`src/inc/fp_status_pkg.sv`:
```
// fp status/control register package: field positions, codes, reset values
// assumes: single processor clock, ports carried as packed structs
package fp_status_pkg;

    // ------------------------------------------------------------------
    // field positions
    // ------------------------------------------------------------------
    localparam int RdLsb    = 30;
    localparam int TemLsb   = 23;
    localparam int NstdBit  = 22;
    localparam int VerLsb   = 17;
    localparam int FttLsb   = 14;
    localparam int FccLsb   = 10;
    localparam int AexcLsb  = 5;
    localparam int CexcLsb  = 0;

    // ------------------------------------------------------------------
    // codes and reset values
    // ------------------------------------------------------------------
    localparam logic [1:0] RndNearest = 2'h0;
    localparam logic [1:0] RndZero    = 2'h1;
    localparam logic [1:0] RndPosInf  = 2'h2;
    localparam logic [1:0] RndNegInf  = 2'h3;
    localparam logic [2:0] FttNone    = 3'h0;
    localparam logic [2:0] FttIeee    = 3'h1;
    localparam logic [2:0] FttSeqErr  = 3'h4;
    localparam logic [1:0] FccEqual   = 2'h0;
    localparam logic [1:0] FccLess    = 2'h1;
    localparam logic [1:0] FccGreater = 2'h2;
    localparam logic [1:0] FccUnord   = 2'h3;
    localparam logic [1:0] RdReset    = 2'h0;
    localparam logic [4:0] TemReset   = 5'h00;
    localparam logic [1:0] FccReset   = 2'h0;
    localparam logic [4:0] ExcReset   = 5'h00;
    // version code, value arbitrary
    localparam logic [2:0] FpuVersion = 3'h0;

    typedef enum logic [1:0] {
        OP_ARITH,
        OP_COMPARE,
        OP_SEQ_ERR
    } fp_op_kind_t;

    // completion report from the fp datapath
    typedef struct packed {
        logic        done;
        fp_op_kind_t kind;
        logic [4:0]  exc;
        logic [1:0]  cmpResult;
    } fp_result_t;

    // load/store of the whole register by the integer pipeline
    typedef struct packed {
        logic        load;
        logic        store;
        logic [31:0] data;
    } status_access_t;

endpackage

```
`src/fp_status_trap_control.sv`:
```
// fp status/control register with trap decision and exception accrual
// assumes: datapath reports one completion pulse per operation, same clock
`timescale 1ns/100ps

// Behaviour
// - two-bit rounding field drives roundMode: nearest, zero, plus, minus infinity
// - five trap-enable bits, one per exception kind, gate trapping
// - non-standard mode bit always reads zero
// - trap type loaded on exception, held until store or next operation; register loads also overwrite it
// - condition codes change only on compare instructions and register loads
// - branch-taken decisions use the current condition codes
// - mask AND current flags nonzero raises fp_exception trap
// - masked result zero ORs current flags into accrued field
// - current flags set for occurred exceptions, cleared otherwise
// - register readable after power-up; fields get reset values
// - register loaded and stored by non-privileged load/store instructions
// - trap type: 0 none, 1 IEEE exception, 4 sequence error
// - compare codes: 0 equal, 1 less, 2 greater, 3 unordered
// - condition codes unchanged when a compare traps
module fp_status_trap_control (
    input  wire logic                          ref_clk,
    input  wire logic                          resetn,
    input  wire fp_status_pkg::fp_result_t     result,
    input  wire fp_status_pkg::status_access_t access,
    input  wire logic [3:0]                    branchCond,
    output logic [31:0]                        statusReadData,
    output logic [1:0]                         roundMode,
    output logic                               fpTrap,
    output logic                               branchTaken
);

    // ------------------------------------------------------------------
    // state
    // ------------------------------------------------------------------
    logic [1:0]  rd_r,   rd_nxt;
    logic [4:0]  tem_r,  tem_nxt;
    logic [2:0]  ftt_r,  ftt_nxt;
    logic [1:0]  fcc_r,  fcc_nxt;
    logic [4:0]  aexc_r, aexc_nxt;
    logic [4:0]  cexc_r, cexc_nxt;
    logic        trap_r, trap_nxt;
    logic        taken_r, taken_nxt;
    logic [31:0] rdata_r, rdata_nxt;
    logic        trapHit;

    // full register image, reserved and non-standard bits zero
    function automatic logic [31:0] packStatus(
        input logic [1:0] rd, input logic [4:0] tem, input logic [2:0] ftt,
        input logic [1:0] fcc, input logic [4:0] aexc, input logic [4:0] cexc);
        logic [31:0] v;
        v = 32'h0000_0000;
        v[fp_status_pkg::RdLsb +: 2]   = rd;
        v[fp_status_pkg::TemLsb +: 5]  = tem;
        v[fp_status_pkg::NstdBit]      = 1'b0;
        v[fp_status_pkg::VerLsb +: 3]  = fp_status_pkg::FpuVersion;
        v[fp_status_pkg::FttLsb +: 3]  = ftt;
        v[fp_status_pkg::FccLsb +: 2]  = fcc;
        v[fp_status_pkg::AexcLsb +: 5] = aexc;
        v[fp_status_pkg::CexcLsb +: 5] = cexc;
        return v;
    endfunction

    // ------------------------------------------------------------------
    // next-state: operations, loads, stores
    // ------------------------------------------------------------------
    always_comb begin
        rd_nxt   = rd_r;
        tem_nxt  = tem_r;
        ftt_nxt  = ftt_r;
        fcc_nxt  = fcc_r;
        aexc_nxt = aexc_r;
        cexc_nxt = cexc_r;
        trap_nxt = 1'b0;
        trapHit  = |(tem_r & result.exc);
        if (result.done) begin
            cexc_nxt = result.exc;
            ftt_nxt  = fp_status_pkg::FttNone;
            case (result.kind)
                fp_status_pkg::OP_SEQ_ERR: begin
                    ftt_nxt  = fp_status_pkg::FttSeqErr;
                    cexc_nxt = cexc_r;
                    trap_nxt = 1'b1;
                end
                fp_status_pkg::OP_ARITH,
                fp_status_pkg::OP_COMPARE: begin
                    if (trapHit) begin
                        ftt_nxt  = fp_status_pkg::FttIeee;
                        trap_nxt = 1'b1;
                    end else begin
                        aexc_nxt = aexc_r | result.exc;
                    end
                    if (result.kind == fp_status_pkg::OP_COMPARE && !trapHit) begin
                        fcc_nxt = result.cmpResult;
                    end
                end
                default: begin
                    cexc_nxt = cexc_r;
                end
            endcase
        end else if (access.load) begin
            // version and reserved bits are dropped
            rd_nxt   = access.data[fp_status_pkg::RdLsb +: 2];
            tem_nxt  = access.data[fp_status_pkg::TemLsb +: 5];
            ftt_nxt  = access.data[fp_status_pkg::FttLsb +: 3];
            fcc_nxt  = access.data[fp_status_pkg::FccLsb +: 2];
            aexc_nxt = access.data[fp_status_pkg::AexcLsb +: 5];
            cexc_nxt = access.data[fp_status_pkg::CexcLsb +: 5];
        end else if (access.store) begin
            ftt_nxt = fp_status_pkg::FttNone;
        end
    end

    // store data captured before the store clears the trap type
    always_comb begin
        rdata_nxt = rdata_r;
        if (access.store) begin
            rdata_nxt = packStatus(rd_r, tem_r, ftt_r, fcc_r, aexc_r, cexc_r);
        end
    end

    // ------------------------------------------------------------------
    // branch decision: branchCond bit i taken when fcc == i
    // ------------------------------------------------------------------
    always_comb begin
        taken_nxt = branchCond[fcc_r];
    end

    // status fields and trap pulse, defined reset values
    always_ff @(posedge ref_clk or negedge resetn) begin
        if (!resetn) begin
            rd_r    <= fp_status_pkg::RdReset;
            tem_r   <= fp_status_pkg::TemReset;
            ftt_r   <= fp_status_pkg::FttNone;
            fcc_r   <= fp_status_pkg::FccReset;
            aexc_r  <= fp_status_pkg::ExcReset;
            cexc_r  <= fp_status_pkg::ExcReset;
            trap_r  <= 1'b0;
        end else begin
            rd_r    <= rd_nxt;
            tem_r   <= tem_nxt;
            ftt_r   <= ftt_nxt;
            fcc_r   <= fcc_nxt;
            aexc_r  <= aexc_nxt;
            cexc_r  <= cexc_nxt;
            trap_r  <= trap_nxt;
        end
    end

    // store snapshot register
    always_ff @(posedge ref_clk or negedge resetn) begin
        if (!resetn) begin
            rdata_r <= 32'h0000_0000;
        end else begin
            rdata_r <= rdata_nxt;
        end
    end

    // branch decision register
    always_ff @(posedge ref_clk or negedge resetn) begin
        if (!resetn) begin
            taken_r <= 1'b0;
        end else begin
            taken_r <= taken_nxt;
        end
    end

    // ------------------------------------------------------------------
    // outputs
    // ------------------------------------------------------------------
    assign roundMode      = rd_r;
    assign fpTrap         = trap_r;
    assign branchTaken    = taken_r;
    assign statusReadData = rdata_r;

    // ------------------------------------------------------------------
    // checks
    // ------------------------------------------------------------------
    a_trap_on_mask: assert property (@(posedge ref_clk) disable iff (!resetn)
        result.done && result.kind != fp_status_pkg::OP_SEQ_ERR
            && |(tem_r & result.exc) |=> fpTrap && ftt_r == fp_status_pkg::FttIeee)
        else $error("masked exception did not trap");
    a_accrue_flags: assert property (@(posedge ref_clk) disable iff (!resetn)
        result.done && result.kind == fp_status_pkg::OP_ARITH
            && !(|(tem_r & result.exc)) |=> aexc_r == ($past(aexc_r) | $past(result.exc)))
        else $error("accrued flags not updated");
    a_cexc_replace: assert property (@(posedge ref_clk) disable iff (!resetn)
        result.done && result.kind != fp_status_pkg::OP_SEQ_ERR
            |=> cexc_r == $past(result.exc))
        else $error("current flags wrong");
    a_fcc_hold: assert property (@(posedge ref_clk) disable iff (!resetn)
        !(result.done && result.kind == fp_status_pkg::OP_COMPARE) && !access.load
            |=> $stable(fcc_r))
        else $error("condition codes changed without compare");
    a_fcc_trap: assert property (@(posedge ref_clk) disable iff (!resetn)
        fpTrap && $past(result.kind) == fp_status_pkg::OP_COMPARE |-> $stable(fcc_r))
        else $error("trapping compare changed codes");
    a_nonstd_zero: assert property (@(posedge ref_clk) disable iff (!resetn)
        statusReadData[fp_status_pkg::NstdBit] == 1'b0)
        else $error("non-standard mode bit reads one");
    a_ver_fixed: assert property (@(posedge ref_clk) disable iff (!resetn)
        access.store ##1 1'b1 |-> statusReadData[fp_status_pkg::VerLsb +: 3]
            == fp_status_pkg::FpuVersion)
        else $error("version field altered");
    a_store_clears: assert property (@(posedge ref_clk) disable iff (!resetn)
        access.store && !access.load && !result.done
            |=> ftt_r == fp_status_pkg::FttNone
            && statusReadData[fp_status_pkg::FttLsb +: 3] == $past(ftt_r))
        else $error("store did not return then clear trap type");
    a_branch_cond: assert property (@(posedge ref_clk) disable iff (!resetn)
        1'b1 |=> branchTaken == $past(branchCond[fcc_r]))
        else $error("branch decision wrong");

    // ------------------------------------------------------------------
    // check helpers, decoded apart from the register logic
    // ------------------------------------------------------------------
    // kinds that go through the IEEE trap decision
    function automatic logic ieeeKind(input fp_status_pkg::fp_op_kind_t k);
        return (k == fp_status_pkg::OP_ARITH) || (k == fp_status_pkg::OP_COMPARE);
    endfunction

    logic ieeeDone;
    logic ieeeTrap;
    logic ieeeClean;
    logic loadTaken;

    // qualified events as the checks see them
    assign ieeeDone  = result.done && ieeeKind(result.kind);
    assign ieeeTrap  = ieeeDone && (|(tem_r & result.exc));
    assign ieeeClean = ieeeDone && !(|(tem_r & result.exc));
    assign loadTaken = access.load && !result.done;

    // ------------------------------------------------------------------
    // checks on loads, trap decision, flags and snapshot
    // ------------------------------------------------------------------
    // rounding and mask fields move only on a taken load
    a_round_load: assert property (@(posedge ref_clk) disable iff (!resetn)
        loadTaken |=> roundMode == $past(access.data[fp_status_pkg::RdLsb +: 2]))
        else $error("rounding field not loaded");
    a_round_hold: assert property (@(posedge ref_clk) disable iff (!resetn)
        !loadTaken |=> $stable(roundMode))
        else $error("rounding field changed without load");
    a_tem_load: assert property (@(posedge ref_clk) disable iff (!resetn)
        loadTaken |=> tem_r == $past(access.data[fp_status_pkg::TemLsb +: 5]))
        else $error("trap mask not loaded");
    a_tem_hold: assert property (@(posedge ref_clk) disable iff (!resetn)
        !loadTaken |=> $stable(tem_r))
        else $error("trap mask changed without load");

    // remaining fields of a taken load
    a_fcc_load: assert property (@(posedge ref_clk) disable iff (!resetn)
        loadTaken |=> fcc_r == $past(access.data[fp_status_pkg::FccLsb +: 2]))
        else $error("condition codes not loaded");
    a_ftt_load: assert property (@(posedge ref_clk) disable iff (!resetn)
        loadTaken |=> ftt_r == $past(access.data[fp_status_pkg::FttLsb +: 3]))
        else $error("trap type not loaded");
    a_exc_load: assert property (@(posedge ref_clk) disable iff (!resetn)
        loadTaken |=> aexc_r == $past(access.data[fp_status_pkg::AexcLsb +: 5])
            && cexc_r == $past(access.data[fp_status_pkg::CexcLsb +: 5]))
        else $error("exception fields not loaded");

    // trap pulse only after a trapping completion
    a_no_trap_idle: assert property (@(posedge ref_clk) disable iff (!resetn)
        !result.done |=> !fpTrap)
        else $error("trap without completion");
    a_clean_no_trap: assert property (@(posedge ref_clk) disable iff (!resetn)
        ieeeClean |=> !fpTrap && ftt_r == fp_status_pkg::FttNone)
        else $error("unmasked-free completion trapped");
    a_seq_err_trap: assert property (@(posedge ref_clk) disable iff (!resetn)
        result.done && result.kind == fp_status_pkg::OP_SEQ_ERR
            |=> fpTrap && ftt_r == fp_status_pkg::FttSeqErr && $stable(cexc_r))
        else $error("sequence error not reported");

    // accrual and current flags
    a_trap_keeps_aexc: assert property (@(posedge ref_clk) disable iff (!resetn)
        ieeeTrap |=> $stable(aexc_r))
        else $error("trapping operation accrued flags");
    a_accrue_compare: assert property (@(posedge ref_clk) disable iff (!resetn)
        ieeeClean && result.kind == fp_status_pkg::OP_COMPARE
            |=> aexc_r == ($past(aexc_r) | $past(result.exc)))
        else $error("compare flags not accrued");
    a_cexc_hold: assert property (@(posedge ref_clk) disable iff (!resetn)
        !result.done && !access.load |=> $stable(cexc_r))
        else $error("current flags changed without operation");

    // compare result lands in the condition codes
    a_fcc_compare: assert property (@(posedge ref_clk) disable iff (!resetn)
        ieeeClean && result.kind == fp_status_pkg::OP_COMPARE
            |=> fcc_r == $past(result.cmpResult))
        else $error("compare code not stored");

    // trap type holds between operations, loads and stores
    a_ftt_hold: assert property (@(posedge ref_clk) disable iff (!resetn)
        !result.done && !access.load && !access.store |=> $stable(ftt_r))
        else $error("trap type changed on its own");

    // store snapshot matches every field but ftt and version, which are checked above, and holds otherwise
    a_store_image: assert property (@(posedge ref_clk) disable iff (!resetn)
        access.store |=> statusReadData[fp_status_pkg::RdLsb +: 2] == $past(rd_r)
            && statusReadData[fp_status_pkg::TemLsb +: 5] == $past(tem_r)
            && statusReadData[fp_status_pkg::FccLsb +: 2] == $past(fcc_r)
            && statusReadData[fp_status_pkg::AexcLsb +: 5] == $past(aexc_r)
            && statusReadData[fp_status_pkg::CexcLsb +: 5] == $past(cexc_r))
        else $error("store image wrong");
    a_read_hold: assert property (@(posedge ref_clk) disable iff (!resetn)
        !access.store |=> $stable(statusReadData))
        else $error("read data changed without store");

    // every field defined at the first edge after reset
    a_reset_values: assert property (@(posedge ref_clk)
        $rose(resetn) |-> roundMode == fp_status_pkg::RdReset
            && tem_r == fp_status_pkg::TemReset && ftt_r == fp_status_pkg::FttNone
            && fcc_r == fp_status_pkg::FccReset && aexc_r == fp_status_pkg::ExcReset
            && cexc_r == fp_status_pkg::ExcReset && !fpTrap)
        else $error("fields not at reset values");

endmodule

```
`config.mk`:
```
export PLATFORM = sky130hd
export DESIGN_NAME = fp_status_trap_control
export DESIGN_NICKNAME = d
export VERILOG_FILES = /design/src/inc/fp_status_pkg.sv /design/src/fp_status_trap_control.sv
export SDC_FILE = /design/constraint.sdc
export NUM_CORES = 1
export LEC_CHECK = 0
export BUFFER_PORTS_ARGS = -buffer_cell sky130_fd_sc_hd__buf_2
export CAP_MARGIN = 25
export CORE_ASPECT_RATIO = 0.9
export CORE_MARGIN = 1.5
export CORE_UTILIZATION = 53
export CTS_BUF_LIST = sky130_fd_sc_hd__clkbuf_4 sky130_fd_sc_hd__clkbuf_8
export CTS_CLUSTER_SIZE = 24
export DETAILED_ROUTE_END_ITERATION = 10
export PLACE_DENSITY = 0.95
export SLEW_MARGIN = 15
export SYNTH_ARGS = -nofsm -noshare
export SYNTH_HDL_FRONTEND = slang
export SYNTH_SLANG_ARGS = --single-unit
```
`constraint.sdc`:
```
create_clock -name ref_clk -period 2 [get_ports ref_clk]
set_input_delay 0.4 -clock ref_clk [delete_from_list [all_inputs] [get_ports ref_clk]]
set_output_delay 0.4 -clock ref_clk [all_outputs]
set_load 0.01 [all_outputs]
```
==> results.yml <==
synth:
  syn_area_per_cell_um2: 11.91
  netlist_area_um2: 2048
  ys_ff_latch: 46
  syn_inst: 172
  yosys_warnings: 0
  ys_types: 25
  seq_area_frac_synth_pct: 56.20
cells_and_area:
  fin_util_pct: 67.44
  drive_above_1_share_pct: 43.15
  area_growth_syn_to_layout_pct: 21.99
  nFillCells: 287
  final_nets: 290
  n_antenna_cell: 0
timing:
  layout_worst_path_cycle_share_pct: 78.79
  finalHoldViolations: 0
  tns_ns: 0
  worstMarginPinSlew_ns: 0.5377
  finalSetupViolations: 0
  fin_skew_ns: 0.002099
  rsz0062_at_grt: "no"
  max_freq_mhz: 634.6
  slew_headroom_pct: 64.15
  finalMaxSlewViolations: 0
  period_minus_slack_ns: 1.576
setup_path:
  crit_family: "simple AND/OR/NAND/NOR gates"
  reg2reg_from: "tem_r[1]"
  cp.arrival_ns: 1.80
  reg2regPathDepth: 3
  crit_fanout: 7
  timing_worst_setup_path_type: "reg2reg"
  crit_path_top_delay_cell: "and3_1"
  r2r_setup_slack_ns: 0.42
  cp-end-kind: "flip-flop"
  start_kind: "flip-flop"
  crit_end: "fcc_r[0]"
  cp.required_ns: 2.23
  crit_path_max_incr_delay_ns: 0.46
  reg2reg_to: "fcc_r[0]"
  worst-path-buf-inv: 0
  worst-path-stages: 3
  crit_path_start: "tem_r[1]"
  path_cells: "a222oi_1 -> and3_1 -> mux2i_1"
floorplanning:
  rows: 21
  core_region_area_um2: 3705
  dieWidth_um: 68.53
  die_y_um: 61.98
  start_util_pct: 55.29
  num_io_pins: 86
  die-area_um2: 4247
grt:
  grt_overflow: 0
  antenna_found_initial: 0
  grt_pass1_vias: 1445
  grt_max_degree: 24
  gr-usage-all-layers_pct: 23.43
  grt_pass1_wl_um: 6886
clock_network:
  numCtsBuffers: 5
  cts_tree: "done"
  cts-root-buf: "clkbuf_8"
  cts_buffer_depth: 2
  clkSinkCount: 46
  insertion_delay_ns: 0.30
  clk_pin_slew_ns: 0.08
  cts_htree_levels: 2
power:
  p_int_mw: 1.648
  p_leak_nw: 1.242
  power.switching_uw: 609.4
  clockPowerShare_pct: 28.8
  pwr-share-seq_pct: 51.2
  combPwrFrac_pct: 20.0
  switching_share_pct: 26.99
  ir_worst_vdd_uv: 708.1
  powerDensity_nw_per_um2: 903.5
hold_path:
  hold_class: "in2reg"
route:
  drcViolationCount: 0
  drtAntennaViolNets: 0
  wire_per_inst_um: 15.13
  first_pass_iters: 4
  viasPerCell: 5.237
  routed_wl_um: 4343
  first_iter_violations: 110
  vias: 1503
place:
  dp_hpwl_um: 3161
  port_buffers: 65
  routabilityCongestion: 0.8214
job:
  maxCapViolations: 0
run_status:
  outcome: "completed"
## cell usage after synthesis
library cell  instances  area (um^2)
nand2b_1              1        6.260
clkbuf_1              1        3.750
mux2_2               22        247.7
mux4_2                1        22.52
buf_4                11        82.58
a211oi_1              5        37.54
o211a_1               1        10.01
o22ai_1               1        6.260
mux2i_1               9        90.09
nor2_1               12        45.04
buf_1                 1        3.750
a21oi_1               5        25.02
nand2_1              24        90.09
buf_2                 6        30.03
o2bb2ai_1             6        52.55
o221ai_1              2        17.52
and3_1                1        6.260
inv_1                 1        3.750
or3b_2                2        17.52
a222oi_1              1        10.01
conb_1                1        3.750
dfrtp_1              46         1151
buf_6                 1        11.26
a22oi_1               4        30.03
nor2b_1               7        43.79
## area by class of cell
class	instances	area (um^2)	area share (%)
Multi-Input combinational cell	114	795.8	31.85
Sequential cell	46	1151	46.07
Inverter	1	3.754	0.1502
Clock buffer	8	110.1	4.407
Tap cell	46	57.56	2.303
Timing Repair Buffer	72	380.4	15.22
## registers in the layout (all words and copies together), names as in the netlist
| signal | flops |
|---|---|
| statusReadData | 22 |
| aexc_r | 5 |
| cexc_r | 5 |
| tem_r | 5 |
| ftt_r | 3 |
| fcc_r | 2 |
| roundMode | 2 |
| branchTaken | 1 |
| fpTrap | 1 |
## timing repair
action / in CTS / in global routing
hold endpoints to repair: 13 / 0
resized for setup: 0 / 0
hold buffers: 1 / 0
buffers inserted: 0 / 0
## power groups by stage
stage	logic (mW)	clock network, mW	registers, mW
3_3_place_gp	0.437	0	1.17
6_report	0.452	0.651	1.16
5_1_grt	0.506	0.699	1.18
3_5_place_dp	0.453	0	1.17
4_1_cts	0.457	0.660	1.16
2_1_floorplan	0.229	0	1.20
## worst min-delay path: stages
cell and delay (ns):
buf_2 0.07, nand2_1 0.04, nand2_1 0.04
## logic make-up (layout without fill, tap and decap cells)
logic type	after synthesis	in the layout	share of synthesized area [%]
mux	32	32	17.59
buf+inv	21	81	6.597
other cells	1	10	0.1831
compound gates	25	25	9.225
simple gates	47	47	10.20
flops	46	46	56.20
## layer usage
layer	GRT usage [%]	wire length, um	up-vias
met3	8.468	244	6
li1	-	-	713
met4	9.143	63	0
met2	37.50	2195	42
met1	29.32	1840	742
met5	0	0	-
## placed cells by master, fill, tap and decap left out, types with 4 or more instances in the layout
cell type  Yosys  layout
a211oi_1       5       5
a21oi_1        5       5
a22oi_1        4       4
buf_2          6      65
buf_4         11       6
clkbuf_8       0       8
conb_1         1      10
dfrtp_1       46      46
mux2_2        22      22
mux2i_1        9       9
nand2_1       24      24
nor2_1        12      12
nor2b_1        7       7
o2bb2ai_1      6       6
## through the flow
stage	setup WS (ns)	power, mW	area (um^2)	hold slack, ns	cells
2_1_floorplan	0.7170	1.434	2082	0.1044	181
4_1_cts	0.4127	2.272	2499	0.2796	287
3_3_place_gp	0.3672	1.602	2379	0.3078	278
3_5_place_dp	0.3124	1.626	2379	0.3103	278
5_1_grt	0.3344	2.382	2499	0.2866	287
6_report	0.4243	2.258	2499	0.2841	287
## worst min-delay path by stage
stage | startpoint | endpoint | slack, ns | cells after the start
floorplan | resetn | aexc_r[0] | 0.10 | 0
global placement | resetn | branchTaken | 0.31 | 1
detailed placement | resetn | branchTaken | 0.31 | 1
CTS | access[30] | roundMode[0] | 0.28 | 3
global route | access[30] | roundMode[0] | 0.29 | 3
finish | access[30] | roundMode[0] | 0.28 | 3
(Power assumes the default switching activity.)
